## src/addr_assign_pkg.sv

```systemverilog
/*
  Constants for the chain address assignment block: register offsets,
  field positions, reset values and the state encoding.
  Assumes a 32-bit Avalon-MM register bus with byte addresses.
*/
package addr_assign_pkg;
  localparam int ADDR_W = 6;
  localparam int PIN_COUNT = 6;
  // Register byte offsets
  localparam logic [7:0] OFS_STORED_ADDR = 8'h00;
  localparam logic [7:0] OFS_USER_ADDR = 8'h04;
  localparam logic [7:0] OFS_CONTROL_ONE = 8'h08;
  localparam logic [7:0] OFS_CONFIG = 8'h0C;
  localparam logic [7:0] OFS_PIN_CONFIG = 8'h10;
  localparam logic [7:0] OFS_ADDR_STATUS = 8'h14;
  // Field positions
  localparam int CTL_WRITE_EN_BIT = 0;
  localparam int CTL_RELOAD_BIT = 1;
  localparam int CFG_ROLE_LSB = 0;
  localparam int CFG_ROLE_W = 8;
  localparam int CFG_PIN_SEL_BIT = 8;
  localparam int STAT_TX_EN_BIT = 8;
  localparam int STAT_WRITE_EN_BIT = 9;
  // Reset values
  localparam logic [ADDR_W-1:0] STORED_ADDR_RESET = 6'h00;
  localparam logic [CFG_ROLE_W-1:0] ROLE_RESET = 8'h00;
  localparam logic PIN_SEL_RESET = 1'b0;
  localparam logic [PIN_COUNT-1:0] PIN_EN_RESET = 6'h00;

  typedef enum logic [1:0]
  {
    ST_IDLE = 2'b00,
    ST_AUTO_WAIT = 2'b01,
    ST_PIN_SAMPLE = 2'b10
  } addr_state_t;
endpackage

```

## src/addr_assign.sv

```systemverilog
/*
  Device address assignment for a daisy-chained monitor: stored address
  reload, serial auto-addressing and strap-pin addressing, with an
  Avalon-MM register slave. Assumes the chain receiver gives a one-cycle
  end-of-frame pulse on sys_clk and that strap pins are asynchronous.
*/
`timescale 1ns/1ns
`default_nettype none
module addr_assign
  import addr_assign_pkg::*;
#(
  parameter logic [addr_assign_pkg::ADDR_W-1:0] STORED_INIT = addr_assign_pkg::STORED_ADDR_RESET
) (
  // Clock and reset
  input wire logic sys_clk,
  input wire logic reset_n,
  // Avalon-MM slave
  input wire logic [7:0] address,
  input wire logic read,
  input wire logic write,
  input wire logic [31:0] writedata,
  input wire logic [3:0] byteenable,
  output logic [31:0] readdata,
  output logic waitrequest,
  // Chain receiver frame report
  input wire logic frameEnd,
  input wire logic frameHasAddr,
  input wire logic [addr_assign_pkg::ADDR_W-1:0] frameAddr,
  // Chain transmitter, pins and device address
  output logic chainTxEn,
  input wire logic [addr_assign_pkg::PIN_COUNT-1:0] strapPins,
  output logic [addr_assign_pkg::PIN_COUNT-1:0] pinForceInput,
  output logic [addr_assign_pkg::ADDR_W-1:0] deviceAddress
);
  import addr_assign_pkg::*;

  logic rstMetaQ;
  logic rstN;
  logic waitReqQ;
  logic [31:0] readDataQ;
  logic [PIN_COUNT-1:0] pinSync;
  logic [ADDR_W-1:0] storedAddrQ;
  logic [ADDR_W-1:0] userAddrQ;
  logic [ADDR_W-1:0] statusQ;
  logic [CFG_ROLE_W-1:0] roleQ;
  logic pinSelQ;
  logic [PIN_COUNT-1:0] pinEnQ;
  logic writeEnQ;
  logic loadPendingQ;
  logic txEnQ;
  addr_state_t stateQ;
  logic busReq;
  logic accept;
  logic wrAcc;
  logic [31:0] ctlWord;
  logic setWriteEn;
  logic reloadReq;
  logic autoDone;

  function automatic logic [31:0] laneMerge(input logic [31:0] old,
                                            input logic [31:0] data,
                                            input logic [3:0] be);
    logic [31:0] res;
    res = old;
    for (int i = 0; i < 4; i++)
    begin
      if (be[i])
        res[i*8 +: 8] = data[i*8 +: 8];
    end
    return res;
  endfunction

  function automatic logic wrHit(input logic acc, input logic [7:0] ofs,
                                 input logic [7:0] target);
    return acc && (ofs == target);
  endfunction

  // Reset release through two flops
  always_ff @(posedge sys_clk or negedge reset_n)
  begin
    if (!reset_n)
    begin
      rstMetaQ <= 1'b0;
      rstN <= 1'b0;
    end
    else
    begin
      rstMetaQ <= 1'b1;
      rstN <= rstMetaQ;
    end
  end

  sync_two_ff #(
    .WIDTH(PIN_COUNT)
  ) pinSyncInst (
    .clk(sys_clk),
    .rstN(rstN),
    .asyncIn(strapPins),
    .syncOut(pinSync)
  );

  // One wait cycle per access; the request completes when waitReqQ is low
  assign busReq = read || write;
  assign accept = busReq && !waitReqQ;
  assign wrAcc = write && accept;
  assign ctlWord = laneMerge(32'h0000_0000, writedata, byteenable);
  assign setWriteEn = wrHit(wrAcc, address, OFS_CONTROL_ONE) && ctlWord[CTL_WRITE_EN_BIT];
  assign reloadReq = wrHit(wrAcc, address, OFS_CONTROL_ONE) && ctlWord[CTL_RELOAD_BIT];
  assign autoDone = (stateQ == ST_AUTO_WAIT) && frameEnd;

  always_ff @(posedge sys_clk or negedge rstN)
  begin
    if (!rstN)
      waitReqQ <= 1'b1;
    else
      waitReqQ <= !(busReq && waitReqQ);
  end

  always_ff @(posedge sys_clk or negedge rstN)
  begin
    if (!rstN)
      readDataQ <= 32'h0000_0000;
    else if (read && waitReqQ)
    begin
      case (address)
        OFS_STORED_ADDR: readDataQ <= {26'h000_0000, storedAddrQ};
        OFS_USER_ADDR: readDataQ <= {26'h000_0000, userAddrQ};
        OFS_CONTROL_ONE: readDataQ <= {31'h0000_0000, writeEnQ};
        OFS_CONFIG: readDataQ <= {23'h00_0000, pinSelQ, roleQ};
        OFS_PIN_CONFIG: readDataQ <= {26'h000_0000, pinEnQ};
        OFS_ADDR_STATUS: readDataQ <= {22'h00_0000, writeEnQ, txEnQ, 2'h0, statusQ};
        default: readDataQ <= 32'h0000_0000;
      endcase
    end
  end

  // Stored address field; software may save a captured address here
  always_ff @(posedge sys_clk or negedge rstN)
  begin
    if (!rstN)
      storedAddrQ <= STORED_INIT;
    else if (wrHit(wrAcc, address, OFS_STORED_ADDR) && byteenable[0])
      storedAddrQ <= writedata[ADDR_W-1:0];
  end

  always_ff @(posedge sys_clk or negedge rstN)
  begin
    if (!rstN)
    begin
      roleQ <= ROLE_RESET;
      pinSelQ <= PIN_SEL_RESET;
      pinEnQ <= PIN_EN_RESET;
    end
    else
    begin
      if (wrHit(wrAcc, address, OFS_CONFIG))
      begin
        if (byteenable[0])
          roleQ <= writedata[CFG_ROLE_LSB +: CFG_ROLE_W];
        if (byteenable[1])
          pinSelQ <= writedata[CFG_PIN_SEL_BIT];
      end
      if (wrHit(wrAcc, address, OFS_PIN_CONFIG) && byteenable[0])
        pinEnQ <= writedata[PIN_COUNT-1:0];
    end
  end

  // Addressing state machine
  always_ff @(posedge sys_clk or negedge rstN)
  begin
    if (!rstN)
      stateQ <= ST_IDLE;
    else
    begin
      case (stateQ)
        ST_IDLE:
        begin
          if (writeEnQ && !pinSelQ)
            stateQ <= ST_AUTO_WAIT;
          else if (writeEnQ && pinSelQ)
            stateQ <= ST_PIN_SAMPLE;
        end
        ST_AUTO_WAIT:
        begin
          if (frameEnd)
            stateQ <= ST_IDLE;
        end
        ST_PIN_SAMPLE:
          stateQ <= ST_IDLE;
        default:
          stateQ <= ST_IDLE;
      endcase
    end
  end

  // Write enable: software sets, the block clears; a set in the same cycle wins
  always_ff @(posedge sys_clk or negedge rstN)
  begin
    if (!rstN)
      writeEnQ <= 1'b0;
    else if (setWriteEn)
      writeEnQ <= 1'b1;
    // self-clear on the frame or after sampling
    else if (autoDone || stateQ == ST_PIN_SAMPLE)
      writeEnQ <= 1'b0;
  end

  // transmitter off for exactly the frame being awaited
  always_ff @(posedge sys_clk or negedge rstN)
  begin
    if (!rstN)
      txEnQ <= 1'b1;
    else if (stateQ == ST_IDLE && writeEnQ && !pinSelQ)
      txEnQ <= 1'b0;
    // back on once the enable self-clears
    else if (autoDone)
      txEnQ <= 1'b1;
  end

  // Reset sequence reloads from the stored field one cycle after release
  always_ff @(posedge sys_clk or negedge rstN)
  begin
    if (!rstN)
      loadPendingQ <= 1'b1;
    else
      loadPendingQ <= reloadReq;
  end

  // user field only writable inside the auto window
  always_ff @(posedge sys_clk or negedge rstN)
  begin
    if (!rstN)
      userAddrQ <= STORED_ADDR_RESET;
    else if (loadPendingQ)
      userAddrQ <= storedAddrQ;
    // frame address taken, otherwise the held one stays
    else if (autoDone && frameHasAddr)
      userAddrQ <= frameAddr;
    // writes allowed only while waiting for the frame
    else if (stateQ == ST_AUTO_WAIT && wrHit(wrAcc, address, OFS_USER_ADDR) && byteenable[0])
      userAddrQ <= writedata[ADDR_W-1:0];
    else if (stateQ == ST_PIN_SAMPLE)
      userAddrQ <= pinSync & pinEnQ;
  end

  always_ff @(posedge sys_clk or negedge rstN)
  begin
    if (!rstN)
    begin
      deviceAddress <= STORED_ADDR_RESET;
      statusQ <= STORED_ADDR_RESET;
    end
    else if (loadPendingQ)
    begin
      deviceAddress <= storedAddrQ;
      statusQ <= storedAddrQ;
    end
    else if (autoDone)
    begin
      deviceAddress <= frameHasAddr ? frameAddr : userAddrQ;
      statusQ <= frameHasAddr ? frameAddr : userAddrQ;
    end
    // pin i lands on bit i, disabled pins read zero
    else if (stateQ == ST_PIN_SAMPLE)
    begin
      deviceAddress <= pinSync & pinEnQ;
      statusQ <= pinSync & pinEnQ;
    end
    // pins are not looked at outside the sample cycle
  end

  // enabled pins are forced to input, overriding their function
  always_ff @(posedge sys_clk or negedge rstN)
  begin
    if (!rstN)
      pinForceInput <= PIN_EN_RESET;
    else
      pinForceInput <= pinEnQ;
  end

  assign readdata = readDataQ;
  assign waitrequest = waitReqQ;
  assign chainTxEn = txEnQ;
endmodule // addr_assign
`default_nettype wire

```

## src/sync_two_ff.sv

```systemverilog
/*
  Two flip-flop synchroniser for a vector of independent levels.
  Assumes each bit is a slow static level, such as a strap pin.
*/
`timescale 1ns/1ns
`default_nettype none
module sync_two_ff #(
  parameter int WIDTH = 6
) (
  // Clock and reset
  input wire logic clk,
  input wire logic rstN,
  // Levels
  input wire logic [WIDTH-1:0] asyncIn,
  output logic [WIDTH-1:0] syncOut
);
  logic [WIDTH-1:0] metaQ;

  always_ff @(posedge clk or negedge rstN)
  begin
    if (!rstN)
    begin
      metaQ <= '0;
      syncOut <= '0;
    end
    else
    begin
      metaQ <= asyncIn;
      syncOut <= metaQ;
    end
  end
endmodule // sync_two_ff
`default_nettype wire
```

## config.mk

```make
export PLATFORM = sky130hd
export DESIGN_NAME = addr_assign
export DESIGN_NICKNAME = d
export VERILOG_FILES = /design/src/addr_assign_pkg.sv /design/src/addr_assign.sv /design/src/sync_two_ff.sv
export SDC_FILE = /design/constraint.sdc
export NUM_CORES = 1
export LEC_CHECK = 0
export BUFFER_PORTS_ARGS = -buffer_cell sky130_fd_sc_hd__buf_2
export CAP_MARGIN = 30
export CORE_UTILIZATION = 35
export DETAILED_ROUTE_END_ITERATION = 12
export HOLD_SLACK_MARGIN = 0.05
export SLEW_MARGIN = 0
export SYNTH_ARGS = -nofsm -noshare
export SYNTH_HDL_FRONTEND = slang
export SYNTH_SLANG_ARGS = --single-unit
export TNS_END_PERCENT = 100
```

## constraint.sdc

```tcl
create_clock -name sys_clk -period 2.9 [get_ports sys_clk]
set_input_delay 0.435 -clock sys_clk [delete_from_list [all_inputs] [get_ports sys_clk]]
set_output_delay 0.435 -clock sys_clk [all_outputs]
set_load 0.01 [all_outputs]
```

== Yosys cells after proc, flatten, opt, wreduce, memory -nomap -nowiden ==
Cells that the tools add are included.
W data, S select, Z words.
Word-level totals
  word-level logic and storage cells: 79
  output and inout port bits: 46
  register bits after elaboration: 91
Cells by class
  bitwise logic cells: 1
  muxes and demuxes: 17
  reduce and logical (&&, ||, !) cells: 35
  equality and inequality tests: 9
Operators by type and width (count)
  $pmux W10 S6: 1
  $mux W6: 7
  $logic_and A1 B1 Y1: 21
  $eq A8 B4 Y1 const B: 2
  $eq A8 B5 Y1 const B: 2
  $eq A8 B3 Y1 const B: 1
  $logic_not A8 Y1: 1
  $mux W2: 4
  $and A6 B6 Y6: 1
  $reduce_and A2 Y1: 3
  $mux W1: 4
  $pmux W2 S2: 1
  $reduce_bool A2 Y1: 2
  $reduce_bool A4 Y1: 1
  $logic_not A1 Y1: 3
  $ne A3 B3 Y1 const B: 1
  $reduce_bool A3 Y1: 1
  $eq A2 B1 Y1 const B: 1
  $eq A2 B2 Y1 const B: 1
  $logic_not A2 Y1: 1
  $logic_or A1 B1 Y1: 2
  $ne A2 B2 Y1 const B: 1

== Longest topological paths before layout ==
Gate-level depths: netlist of the first run.
  word-level depth: 9
  gate-level depth with buffers: 6

== Modules after synthesis ==
A second synthesis of the first run with hierarchy kept.
Unflattened totals
  cells, all modules: 300
  area total of the unflattened synthesis: 3368.2 um^2
Modules (own cells, without submodules)
  addr_assign: area each 3067.9 um^2, seq. area each 1430.1 um^2, instances 1, cells each 288
  sync_two_ff: area each 300.3 um^2, seq. area each 300.3 um^2, instances 1, cells each 12

== Least setup slack after synthesis of the first run ==
Ideal clock, no wire load.
  path type: in2reg
  start point: in address[5]
  end point: reg storedAddrQ[0]
  arrival time: 1.981 ns
  cell stages on the path: 4
  setup slack: 0.794 ns
  data required time: 2.775 ns
  path through: or4_4 -> or2_4 -> nor4_4 -> mux2_2
Between the ends
  word-level cells in the longest chain between the ends: 3
RTL lines
  from (decl): line addr_assign.sv:18  | input wire logic [7:0] address,
  $logic_not A8 Y1: line addr_assign.sv:75  | return acc && (ofs == target);
  $logic_and A1 B1 Y1: line addr_assign.sv:75
  $logic_and A1 B1 Y1: line addr_assign.sv:142  | else if (wrHit(wrAcc, address, OFS_STORED_ADDR) && byteenable[0])
  to (signal assigned): line addr_assign.sv:143  | storedAddrQ <= writedata[ADDR_W-1:0];
  to (decl): line addr_assign.sv:42  | logic [ADDR_W-1:0] storedAddrQ;
No other way between the ends.
A chain may end at the register's enable or synchronous reset.

== Worst setup path in the final report of the first run ==
  start point: reg stateQ[1]
  end point: reg userAddrQ[4]
Between the ends
  word-level cells in the longest chain between the ends: 6
  elaborated cells between the ends (all ways): 10
RTL lines
  from (decl): line addr_assign.sv:51  | addr_state_t stateQ;
  from (signal assigned): line addr_assign.sv:172  | stateQ <= ST_IDLE;
  from (signal assigned): line addr_assign.sv:179  | stateQ <= ST_AUTO_WAIT;
  from (signal assigned): line addr_assign.sv:181  | stateQ <= ST_PIN_SAMPLE;
  $eq A2 B1 Y1: line addr_assign.sv:109, addr_assign.sv:240
  $logic_and A1 B1 Y1 (2 in a row): line addr_assign.sv:240  | else if (stateQ == ST_AUTO_WAIT && wrHit(wrAcc, address, OFS_USER_ADDR) && byteenable[0])
  $mux W6: line addr_assign.sv:240
  $mux W6: line addr_assign.sv:237  | else if (autoDone && frameHasAddr)
  $mux W6: line addr_assign.sv:234  | else if (loadPendingQ)
  to (signal assigned): line addr_assign.sv:235  | userAddrQ <= storedAddrQ;
  to (signal assigned): line addr_assign.sv:238  | userAddrQ <= frameAddr;
  to (signal assigned): line addr_assign.sv:241  | userAddrQ <= writedata[ADDR_W-1:0];
  to (decl): line addr_assign.sv:43  | logic [ADDR_W-1:0] userAddrQ;
Several ways; a longest one is shown, not always the timed one.

==> results of run 1 <==
==> timing repair <==
| action | 4_1_cts | 5_1_grt |
|---|---|---|
| hold buffers | 1 | 0 |
| endpoints found under the setup margin | 0 | 0 |
| hold endpoints to repair | 2 | 0 |
==> per-layer routing <==
metal	GRT usage, %	vias to the layer above	routed length, um
met1	23.2	1220	3600
li1	-	1147	-
met3	4.01	10	405
met5	0	-	0
met2	28.2	94	3750
met4	6.45	0	111
==> power by group through the flow <==
stage | Clock (W) | Sequential, W | Combinational, W
global route | 0.000830 | 0.00107 | 0.000260
finish | 0.000769 | 0.00106 | 0.000232
floorplan | 0 | 0.00109 | 0.000123
CTS | 0.000792 | 0.00106 | 0.000236
detailed placement | 0 | 0.00108 | 0.000233
global placement | 0 | 0.00108 | 0.000229
==> cells by family (layout without fill, tap and decap cells) <==
| group | count (synthesis) | in the layout | share of synthesized area (%) |
|---|---|---|---|
| buf+inv | 39 | 88 | 7.35 |
| compound gates | 67 | 67 | 14.5 |
| flops | 69 | 69 | 51.9 |
| mux | 28 | 28 | 11.1 |
| simple gates | 81 | 81 | 15.0 |
| other cells | 2 | 23 | 0.225 |
==> area by class of cell <==
| cell class | count | area, um2 | share of cell area, % |
|---|---|---|---|
| inverters | 3 | 11.3 | 0.287 |
| repair buffers | 69 | 383 | 9.77 |
| flip-flops and latches | 69 | 1730 | 44.2 |
| clock buffers | 12 | 145 | 3.70 |
| well taps | 129 | 161 | 4.12 |
| multi-input cells | 199 | 1440 | 36.7 |
| clock inverters | 4 | 47.5 | 1.21 |
==> per-stage QoR <==
step	util, %	setup WS (ps)	instances	power [W]
after floorplan	-	794	307	0.00122
after global placement	40.2	473	468	0.00131
after detailed placement	40.2	432	468	0.00131
after CTS	42.4	820	485	0.00209
after global routing	42.4	641	485	0.00216
final	42.4	817	485	0.00206
==> critical path, stage by stage (launching register included) <==
cell	delay (ps)
sky130_fd_sc_hd__dfrtp_1	480
sky130_fd_sc_hd__and4b_1	500
sky130_fd_sc_hd__nor3_1	80
sky130_fd_sc_hd__buf_4	180
sky130_fd_sc_hd__and2_0	280
sky130_fd_sc_hd__o41ai_1	430
==> final timing paths <==
check                                             to  slack (ps)  cells past startpoint
worst max-delay path                    userAddrQ[4]         820                      5
worst min-delay path            pinSyncInst.metaQ[1]         200                      1
worst max register to register          userAddrQ[4]         820                      5
worst min register to register  pinSyncInst.metaQ[1]         260                      0
max in group asynchronous                  chainTxEn        1960                      1
min in group asynchronous       pinSyncInst.metaQ[1]         260                      0
==> flip-flops by register name (all words and copies together) (netlist names), 2 cells and up <==
name	count
pinSyncInst.metaQ	6
statusQ	6
storedAddrQ	6
pinSyncInst.syncOut	6
pinEnQ	6
userAddrQ	6
roleQ	8
pinForceInput	6
readdata	10
stateQ	2
==> cells in the final DEF (no fill, tap or decap), types with 3 or more instances in the layout <==
cell type                  Yosys  layout
sky130_fd_sc_hd__a211o_1       6       6
sky130_fd_sc_hd__a211oi_1     12      12
sky130_fd_sc_hd__a21oi_1       4       4
sky130_fd_sc_hd__a22oi_1       5       5
sky130_fd_sc_hd__a31oi_1       6       6
sky130_fd_sc_hd__a32oi_1       6       6
sky130_fd_sc_hd__a41oi_1       6       6
sky130_fd_sc_hd__buf_2         0      60
sky130_fd_sc_hd__buf_4        22       7
sky130_fd_sc_hd__clkbuf_8      0      10
sky130_fd_sc_hd__conb_1        2      23
sky130_fd_sc_hd__dfrtp_1      66      65
sky130_fd_sc_hd__dfstp_2       3       3
sky130_fd_sc_hd__inv_1         3       3
sky130_fd_sc_hd__mux2_2       21      21
sky130_fd_sc_hd__mux4_2        5       5
sky130_fd_sc_hd__nand2_1      28      28
sky130_fd_sc_hd__nor2_1       15      15
sky130_fd_sc_hd__nor2b_1       7       7
sky130_fd_sc_hd__nor3_1        4       4
sky130_fd_sc_hd__nor3b_1       4       4
sky130_fd_sc_hd__o21ai_0      12      12
sky130_fd_sc_hd__o41ai_1       5       5
==> impl_results.html, run 1 <==
<table>
<tr><th>Metric</th><th>Value</th></tr>
<tr><th colspan="2">Route</th></tr>
<tr><td>Count of TritonRoute iterations in the first routing pass</td><td>4</td></tr>
<tr><td>Count of routing violations after the opening detailed-route iteration</td><td>~140</td></tr>
<tr><td>Number of nets with antenna violations after detailed routing</td><td>0</td></tr>
<tr><td>Count of vias placed by the detailed router</td><td>2471</td></tr>
<tr><td>Routed wire length</td><td>slightly below 8000 um</td></tr>
<tr><td>DRC viols</td><td>0</td></tr>
<tr><td>Number of vias per cell</td><td>just over 5</td></tr>
<tr><td>Routed len/inst</td><td>16.2 um</td></tr>
<tr><th colspan="2">Clock network</th></tr>
<tr><td>Root buffer selected by CTS</td><td>sky130_fd_sc_hd__clkbuf_8</td></tr>
<tr><td>Number of buffers inserted to repair setup after CTS</td><td>0</td></tr>
<tr><td>Post-cts sizing count</td><td>0</td></tr>
<tr><td>Clock input transition at the sequential cells of the worst setup and hold paths</td><td>70 ps</td></tr>
<tr><td>Count of clock tree sinks</td><td>69</td></tr>
<tr><td>H-tree level count</td><td>3</td></tr>
<tr><td>TritonCTS clock tree</td><td>built</td></tr>
<tr><td>Bufs on Longest Clock Path</td><td>2</td></tr>
<tr><td>Clock buffers created by TritonCTS</td><td>9</td></tr>
<tr><td>Clock latency reported for the late side of the worst-skew pair</td><td>340 ps</td></tr>
<tr><th colspan="2">Timing</th></tr>
<tr><td>Unrepaired setup endpoints after global routing</td><td>no</td></tr>
<tr><td>Hold Worst Slack</td><td>198 ps</td></tr>
<tr><td>Accumulated negative setup slack</td><td>0 ps</td></tr>
<tr><td>Final setup violation count</td><td>0</td></tr>
<tr><td>Fmax</td><td>480 MHz</td></tr>
<tr><td>Slew of the pin with the lowest slew margin</td><td>636 ps</td></tr>
<tr><td>Final max-slew violation count</td><td>0</td></tr>
<tr><td>Share of the clock period used by the worst path after layout</td><td>between 70% and 80%</td></tr>
<tr><td>Final Critical Period</td><td>2080 ps</td></tr>
<tr><td>Final clock skew</td><td>~8.7 ps</td></tr>
<tr><td>Number of failing hold endpoints at the final stage</td><td>0</td></tr>
<tr><td>Max_slew headroom</td><td>57.3%</td></tr>
<tr><th colspan="2">Die</th></tr>
<tr><td>Core area</td><td>9240 um2</td></tr>
<tr><td>Height of the die</td><td>99.6 um</td></tr>
<tr><td>Horizontal die dimension</td><td>~100 um</td></tr>
<tr><td>Site row count</td><td>35</td></tr>
<tr><td>Total die area</td><td>9930 um2</td></tr>
<tr><td>Boundary Pins</td><td>between 100 and 150</td></tr>
<tr><td>Effective utilization at floorplan</td><td>36.1%</td></tr>
<tr><th colspan="2">Synth</th></tr>
<tr><td>Number of distinct library cell variants in the gate-level netlist after synthesis</td><td>48</td></tr>
<tr><td>Yosys top cell area share</td><td>between 40 and 50%</td></tr>
<tr><td>Number of flip-flops and latches in the synthesized netlist</td><td>69</td></tr>
<tr><td>Most used flip-flop cell after synthesis</td><td>sky130_fd_sc_hd__dfrtp_1</td></tr>
<tr><td>Synthesized area per cell</td><td>11.7 um2</td></tr>
<tr><td>Leading cell type by number of instances after synthesis</td><td>sky130_fd_sc_hd__dfrtp_1</td></tr>
<tr><td>Leading cell types by count after synthesis</td><td>sky130_fd_sc_hd__dfrtp_1 (66), sky130_fd_sc_hd__nand2_1 (28), sky130_fd_sc_hd__buf_4 (22)</td></tr>
<tr><td>Total of warnings raised by yosys</td><td>0</td></tr>
<tr><td>EDFF count, synth</td><td>0</td></tr>
<tr><td>Asr flop ratio synth</td><td>between 90% and 100%</td></tr>
<tr><td>Register area share after synthesis</td><td>51.9%</td></tr>
<tr><td>Synthesized netlist cell count</td><td>approximately 290</td></tr>
<tr><td>Top cells by area, synth</td><td>sky130_fd_sc_hd__dfrtp_1 (49%), sky130_fd_sc_hd__mux2_2 (7.1%), sky130_fd_sc_hd__buf_4 (4.9%)</td></tr>
<tr><td>Yosys top cell by area</td><td>sky130_fd_sc_hd__dfrtp_1</td></tr>
<tr><td>Post-synth design cell area</td><td>3340 um2</td></tr>
<tr><th colspan="2">Global route</th></tr>
<tr><td>First-pass GRT wire length</td><td>about 13000 um</td></tr>
<tr><td>Vias in the first global route</td><td>2494</td></tr>
<tr><td>Remaining Overflow, GRT</td><td>0</td></tr>
<tr><td>Pin count of the biggest net entering global routing</td><td>between 40 and 50</td></tr>
<tr><td>Number of antenna violations at the first check in global routing</td><td>0</td></tr>
<tr><td>Overall routing resource usage</td><td>17.5%</td></tr>
<tr><th colspan="2">Placement</th></tr>
<tr><td>RePlAce Congestion</td><td>0.834</td></tr>
<tr><td>IO Port Bufs</td><td>60</td></tr>
<tr><td>Placed wire-length estimate</td><td>between 5000 and 6000 um</td></tr>
<tr><td>Placed cell area</td><td>3720 um2</td></tr>
<tr><th colspan="2">Run status</th></tr>
<tr><td>Status</td><td>finished clean</td></tr>
<tr><th colspan="2">Worst hold path</th></tr>
<tr><td>Kind of path behind the tightest hold check</td><td>in2reg</td></tr>
<tr><td>Hold Startpoint</td><td>strapPins[1]</td></tr>
<tr><th colspan="2">Critical path</th></tr>
<tr><td>Required @ worst endpoint</td><td>3110 ps</td></tr>
<tr><td>Class of the most critical setup path</td><td>reg2reg</td></tr>
<tr><td>Reg2reg start</td><td>stateQ[1]</td></tr>
<tr><td>Launching element type of the critical path</td><td>flip-flop</td></tr>
<tr><td>Start point of the critical path</td><td>stateQ[1]</td></tr>
<tr><td>Data arrival at the endpoint of the critical path</td><td>between 2000 and 2500 ps</td></tr>
<tr><td>Type of element capturing the critical path</td><td>flip-flop</td></tr>
<tr><td>Crit path max fanout</td><td>8</td></tr>
<tr><th colspan="2">Layout</th></tr>
<tr><td>Cell area after layout</td><td>3920 um2</td></tr>
<tr><td>Final layout net count</td><td>413</td></tr>
<tr><td>Layout cells sized above 1</td><td>around a third</td></tr>
<tr><td>Area Growth Syn to Fin</td><td>17.5%</td></tr>
<tr><td>Fill cells</td><td>921</td></tr>
<tr><td>Number of inserted diodes</td><td>0</td></tr>
<tr><th colspan="2">Power</th></tr>
<tr><td>Sequential fraction of design power</td><td>51.4%</td></tr>
<tr><td>Total net switching power</td><td>~0.00053 W</td></tr>
<tr><td>Share of power burned in combinational logic</td><td>11.3%</td></tr>
<tr><td>Clk network pwr share</td><td>37.3%</td></tr>
<tr><td>Sw Ratio</td><td>25.8%</td></tr>
<tr><td>Leakage component of the power</td><td>1.83 nW</td></tr>
<tr><td>Cell internal pwr</td><td>~0.0015 W</td></tr>
<tr><td>Pwr per Cell Area</td><td>526 nW/um2</td></tr>
<tr><td>Worst supply voltage drop on vdd</td><td>0.257 mV</td></tr>
<tr><th colspan="2">Run</th></tr>
<tr><td>Max-cap check violation count</td><td>0</td></tr>
</table>
Note: power is estimated with default switching activity, not from simulation.
==> inputs of run 2 (changes only) <==
--- a/config.mk
+++ b/config.mk
@@ -5,6 +5,7 @@
 export SDC_FILE = /design/constraint.sdc
 export NUM_CORES = 1
 export LEC_CHECK = 0
+export ABC_AREA = 1
 export BUFFER_PORTS_ARGS = -buffer_cell sky130_fd_sc_hd__buf_2
 export CAP_MARGIN = 30
 export CORE_UTILIZATION = 35
==> constraint.sdc (replaced) <==
create_clock -name sys_clk -period 1.74 [get_ports sys_clk]
set_input_delay 0.261 -clock sys_clk [delete_from_list [all_inputs] [get_ports sys_clk]]
set_output_delay 0.261 -clock sys_clk [all_outputs]
set_load 0.01 [all_outputs]
==> impl_results.html, run 2 <==
<table>
<tr><th>Metric</th><th>Value</th></tr>
<tr><th colspan="2">Placement</th></tr>
<tr><td>IO Port Bufs</td><td>60 (unchanged)</td></tr>
<tr><td>Placed wire-length estimate</td><td>5770 um (was 5560 um)</td></tr>
<tr><td>RePlAce Congestion</td><td>0.847 (was 0.834)</td></tr>
<tr><th colspan="2">Synth</th></tr>
<tr><td>Most used flip-flop cell after synthesis</td><td>sky130_fd_sc_hd__dfrtp_1 (unchanged)</td></tr>
<tr><td>Register area share after synthesis</td><td>51.4% (was 51.9%)</td></tr>
<tr><td>Top cells by area, synth</td><td>sky130_fd_sc_hd__dfrtp_1 (49%), sky130_fd_sc_hd__nand2_1 (12%), sky130_fd_sc_hd__nand3_1 (6.2%) (was sky130_fd_sc_hd__dfrtp_1 (49%), sky130_fd_sc_hd__mux2_2 (7.1%), sky130_fd_sc_hd__buf_4 (4.9%))</td></tr>
<tr><td>Synthesized area per cell</td><td>8.67 um2 (was 11.7 um2)</td></tr>
<tr><td>Number of distinct library cell variants in the gate-level netlist after synthesis</td><td>31 (was 48)</td></tr>
<tr><td>Yosys top cell area share</td><td>49.1% (was 49.5%)</td></tr>
<tr><td>Number of flip-flops and latches in the synthesized netlist</td><td>69 (unchanged)</td></tr>
<tr><td>Leading cell types by count after synthesis</td><td>sky130_fd_sc_hd__nand2_1 (111), sky130_fd_sc_hd__dfrtp_1 (66), sky130_fd_sc_hd__nand3_1 (42) (was sky130_fd_sc_hd__dfrtp_1 (66), sky130_fd_sc_hd__nand2_1 (28), sky130_fd_sc_hd__buf_4 (22))</td></tr>
<tr><td>Yosys top cell by area</td><td>sky130_fd_sc_hd__dfrtp_1 (unchanged)</td></tr>
<tr><td>Asr flop ratio synth</td><td>100% (unchanged)</td></tr>
<tr><td>Synthesized netlist cell count</td><td>388 (was 286)</td></tr>
<tr><td>Leading cell type by number of instances after synthesis</td><td>sky130_fd_sc_hd__nand2_1 (was sky130_fd_sc_hd__dfrtp_1)</td></tr>
<tr><td>Total of warnings raised by yosys</td><td>0 (unchanged)</td></tr>
<tr><td>Post-synth design cell area</td><td>3370 um2 (was 3340 um2)</td></tr>
<tr><td>EDFF count, synth</td><td>0 (unchanged)</td></tr>
<tr><th colspan="2">Route</th></tr>
<tr><td>Count of routing violations after the opening detailed-route iteration</td><td>142 (was 143)</td></tr>
<tr><td>Count of TritonRoute iterations in the first routing pass</td><td>5 (was 4)</td></tr>
<tr><td>Routed len/inst</td><td>12.8 um (was 16.2 um)</td></tr>
<tr><td>Count of vias placed by the detailed router</td><td>2743 (was 2471)</td></tr>
<tr><td>Routed wire length</td><td>7640 um (was 7860 um)</td></tr>
<tr><td>Number of nets with antenna violations after detailed routing</td><td>0 (unchanged)</td></tr>
<tr><td>DRC viols</td><td>0 (unchanged)</td></tr>
<tr><td>Number of vias per cell</td><td>4.59 (was 5.09)</td></tr>
<tr><th colspan="2">Timing</th></tr>
<tr><td>Share of the clock period used by the worst path after layout</td><td>92.5% (was 71.8%)</td></tr>
<tr><td>Fmax</td><td>621 MHz (was 480 MHz)</td></tr>
<tr><td>Final setup violation count</td><td>0 (unchanged)</td></tr>
<tr><td>Unrepaired setup endpoints after global routing</td><td>no (unchanged)</td></tr>
<tr><td>Accumulated negative setup slack</td><td>0 ps (unchanged)</td></tr>
<tr><td>Number of failing hold endpoints at the final stage</td><td>0 (unchanged)</td></tr>
<tr><td>Final clock skew</td><td>9.76 ps (was 8.69 ps)</td></tr>
<tr><td>Final Critical Period</td><td>1610 ps (was 2080 ps)</td></tr>
<tr><td>Hold Worst Slack</td><td>86.9 ps (was 198 ps)</td></tr>
<tr><td>Final max-slew violation count</td><td>0 (unchanged)</td></tr>
<tr><th colspan="2">Power</th></tr>
<tr><td>Pwr per Cell Area</td><td>829 nW/um2 (was 526 nW/um2)</td></tr>
<tr><td>Sw Ratio</td><td>24.1% (was 25.8%)</td></tr>
<tr><td>Clk network pwr share</td><td>41.0% (was 37.3%)</td></tr>
<tr><td>Sequential fraction of design power</td><td>51.4% (about the same)</td></tr>
<tr><td>Total net switching power</td><td>0.000808 W (was 0.000533 W)</td></tr>
<tr><td>Cell internal pwr</td><td>0.00255 W (was 0.00153 W)</td></tr>
<tr><td>Worst supply voltage drop on vdd</td><td>0.434 mV (was 0.257 mV)</td></tr>
<tr><td>Final Power</td><td>0.00335 W (was 0.00206 W)</td></tr>
<tr><td>Share of power burned in combinational logic</td><td>7.6% (was 11.3%)</td></tr>
<tr><td>Leakage component of the power</td><td>2.17 nW (was 1.83 nW)</td></tr>
<tr><th colspan="2">Die</th></tr>
<tr><td>Height of the die</td><td>100 um (was 99.6 um)</td></tr>
<tr><td>Site row count</td><td>35 (unchanged)</td></tr>
<tr><td>Horizontal die dimension</td><td>100 um (was 99.6 um)</td></tr>
<tr><td>Total die area</td><td>10000 um2 (was 9930 um2)</td></tr>
<tr><td>Boundary Pins</td><td>108 (unchanged)</td></tr>
<tr><td>Core area</td><td>9280 um2 (was 9240 um2)</td></tr>
<tr><td>Effective utilization at floorplan</td><td>36.3% (was 36.1%)</td></tr>
<tr><th colspan="2">Clock network</th></tr>
<tr><td>TritonCTS clock tree</td><td>built (unchanged)</td></tr>
<tr><td>Clock buffers created by TritonCTS</td><td>9 (unchanged)</td></tr>
<tr><td>Clock input transition at the sequential cells of the worst setup and hold paths</td><td>80 ps (was 70 ps)</td></tr>
<tr><td>Bufs on Longest Clock Path</td><td>2 (unchanged)</td></tr>
<tr><td>Clock latency reported for the late side of the worst-skew pair</td><td>350 ps (was 340 ps)</td></tr>
<tr><td>Post-cts sizing count</td><td>0 (unchanged)</td></tr>
<tr><td>Root buffer selected by CTS</td><td>sky130_fd_sc_hd__clkbuf_8 (unchanged)</td></tr>
<tr><td>H-tree level count</td><td>3 (unchanged)</td></tr>
<tr><td>Count of clock tree sinks</td><td>69 (unchanged)</td></tr>
<tr><th colspan="2">Layout</th></tr>
<tr><td>Number of inserted diodes</td><td>0 (unchanged)</td></tr>
<tr><td>Number of flip-flops under the largest register name</td><td>10 (unchanged)</td></tr>
<tr><td>Final layout net count</td><td>525 (was 413)</td></tr>
<tr><td>Leading cell type in the layout, fill and taps excluded</td><td>sky130_fd_sc_hd__nand2_1 (was sky130_fd_sc_hd__dfrtp_1)</td></tr>
<tr><td>Most used cells in the layout excluding fill and tap cells</td><td>sky130_fd_sc_hd__nand2_1 (111), sky130_fd_sc_hd__dfrtp_1 (65), sky130_fd_sc_hd__buf_2 (60) (was sky130_fd_sc_hd__dfrtp_1 (65), sky130_fd_sc_hd__buf_2 (60), sky130_fd_sc_hd__nand2_1 (28))</td></tr>
<tr><td>Layout cells sized above 1</td><td>25.9% (was 34.0%)</td></tr>
<tr><td>Area Growth Syn to Fin</td><td>20.1% (was 17.5%)</td></tr>
<tr><th colspan="2">Global route</th></tr>
<tr><td>First-pass GRT wire length</td><td>13000 um (was 13100 um)</td></tr>
<tr><td>Overall routing resource usage</td><td>17.0% (was 17.5%)</td></tr>
<tr><td>Remaining Overflow, GRT</td><td>0 (unchanged)</td></tr>
<tr><td>Vias in the first global route</td><td>2698 (was 2494)</td></tr>
<tr><td>Number of antenna violations at the first check in global routing</td><td>0 (unchanged)</td></tr>
<tr><td>Pin count of the biggest net entering global routing</td><td>68 (was 45)</td></tr>
<tr><th colspan="2">Run</th></tr>
<tr><td>Max-cap check violation count</td><td>0 (unchanged)</td></tr>
<tr><th colspan="2">Critical path</th></tr>
<tr><td>Crit path max fanout</td><td>4 (was 8)</td></tr>
<tr><td>Cells on worst reg2reg path</td><td>5 (unchanged)</td></tr>
<tr><td>Worst setup slack for register-to-register paths</td><td>130 ps (was 820 ps)</td></tr>
<tr><td>Reg2reg start</td><td>waitrequest (was stateQ[1])</td></tr>
<tr><td>Launching element type of the critical path</td><td>flip-flop (unchanged)</td></tr>
<tr><td>Type of element capturing the critical path</td><td>flip-flop (unchanged)</td></tr>
<tr><td>Data arrival at the endpoint of the critical path</td><td>1850 ps (was 2290 ps)</td></tr>
<tr><td>Reg-to-reg endpoint</td><td>roleQ[0] (was userAddrQ[4])</td></tr>
<tr><td>Required @ worst endpoint</td><td>1980 ps (was 3110 ps)</td></tr>
<tr><td>Class of the most critical setup path</td><td>reg2reg (unchanged)</td></tr>
<tr><th colspan="2">Worst hold path</th></tr>
<tr><td>Hold Startpoint</td><td>write (was strapPins[1])</td></tr>
<tr><td>Hold endpoint</td><td>waitrequest (was pinSyncInst.metaQ[1])</td></tr>
<tr><td>Kind of path behind the tightest hold check</td><td>in2reg (unchanged)</td></tr>
<tr><td>Hold Path Stages</td><td>2 (was 1)</td></tr>
<tr><th colspan="2">Run status</th></tr>
<tr><td>Status</td><td>finished clean (unchanged)</td></tr>
</table>
==> run 2: worst max-delay path by stage <==
stage | end | slack, ps | cells past startpoint | from
3_5_place_dp | roleQ[7] | 130 | 5 | waitrequest
5_1_grt | pinEnQ[2] | 20 | 6 | waitrequest
4_1_cts | roleQ[7] | 120 | 5 | waitrequest
3_3_place_gp | roleQ[7] | 160 | 5 | waitrequest
2_1_floorplan | roleQ[0] | 280 | 5 | waitrequest
6_report | roleQ[0] | 130 | 5 | waitrequest
==> run 2: repair_timing <==
action	4_1_cts	5_1_grt
setup endpoints to repair	0	1
setup buffers	0	1
hold buffers	8	0
endpoints found under the hold margin	9	0
==> run 2: critical path: stages, from the launching register on <==
cell	delay, ps
sky130_fd_sc_hd__dfstp_2	560
sky130_fd_sc_hd__inv_1	50
sky130_fd_sc_hd__nand3_1	190
sky130_fd_sc_hd__inv_1	130
sky130_fd_sc_hd__nand4_1	200
sky130_fd_sc_hd__mux2_2	360
==> run 2: power by group through the flow <==
stage | combinational [W] | clock, W | sequential, W
floorplan | 0.000161 | 0 | 0.00176
global placement | 0.000241 | 0 | 0.00175
detailed placement | 0.000246 | 0 | 0.00175
CTS | 0.000259 | 0.00141 | 0.00172
global route | 0.000292 | 0.00149 | 0.00173
finish | 0.000255 | 0.00137 | 0.00172
==> run 2: cells by family after synthesis <==
group | synth area share, %
multiplexers | 1.00
AO/OA/AOI/OAI | 11.3
AND/OR/NAND/NOR | 25.4
buffers and inverters | 10.7
other | 0.223
flip-flops | 51.4
==> run 2: per-layer routing <==
| layer | share of wire (%) | up-vias | global-route usage, % | wire, um |
|---|---|---|---|---|
| met5 | 0 | - | 0 | 0 |
| met4 | 1.5 | 0 | 8.92 | 116 |
| met3 | 6.4 | 9 | 4.04 | 492 |
| met2 | 48 | 89 | 28.0 | 3660 |
| met1 | 44 | 1266 | 20.9 | 3380 |
| li1 | - | 1379 | - | - |
==> run 2: final cells by class <==
type	instances	area [um2]
fillers	947	5240
well taps	129	161
clock buffers	13	169
flip-flops and latches	69	1730
inverters	33	124
clock inverters	3	42.5
multi-input cells	273	1360
repair buffers	77	460
==> run 2: through the flow <==
step / utilization, % / cells / instance area [um2] / setup slack, ps
CTS: 43.5 / 596 / 4040 / 122
detailed placement: 40.3 / 572 / 3740 / 135
global placement: 40.3 / 572 / 3740 / 161
finish: 43.6 / 597 / 4040 / 130
floorplan: - / 409 / 3450 / 280
global route: 43.6 / 597 / 4040 / 15.2
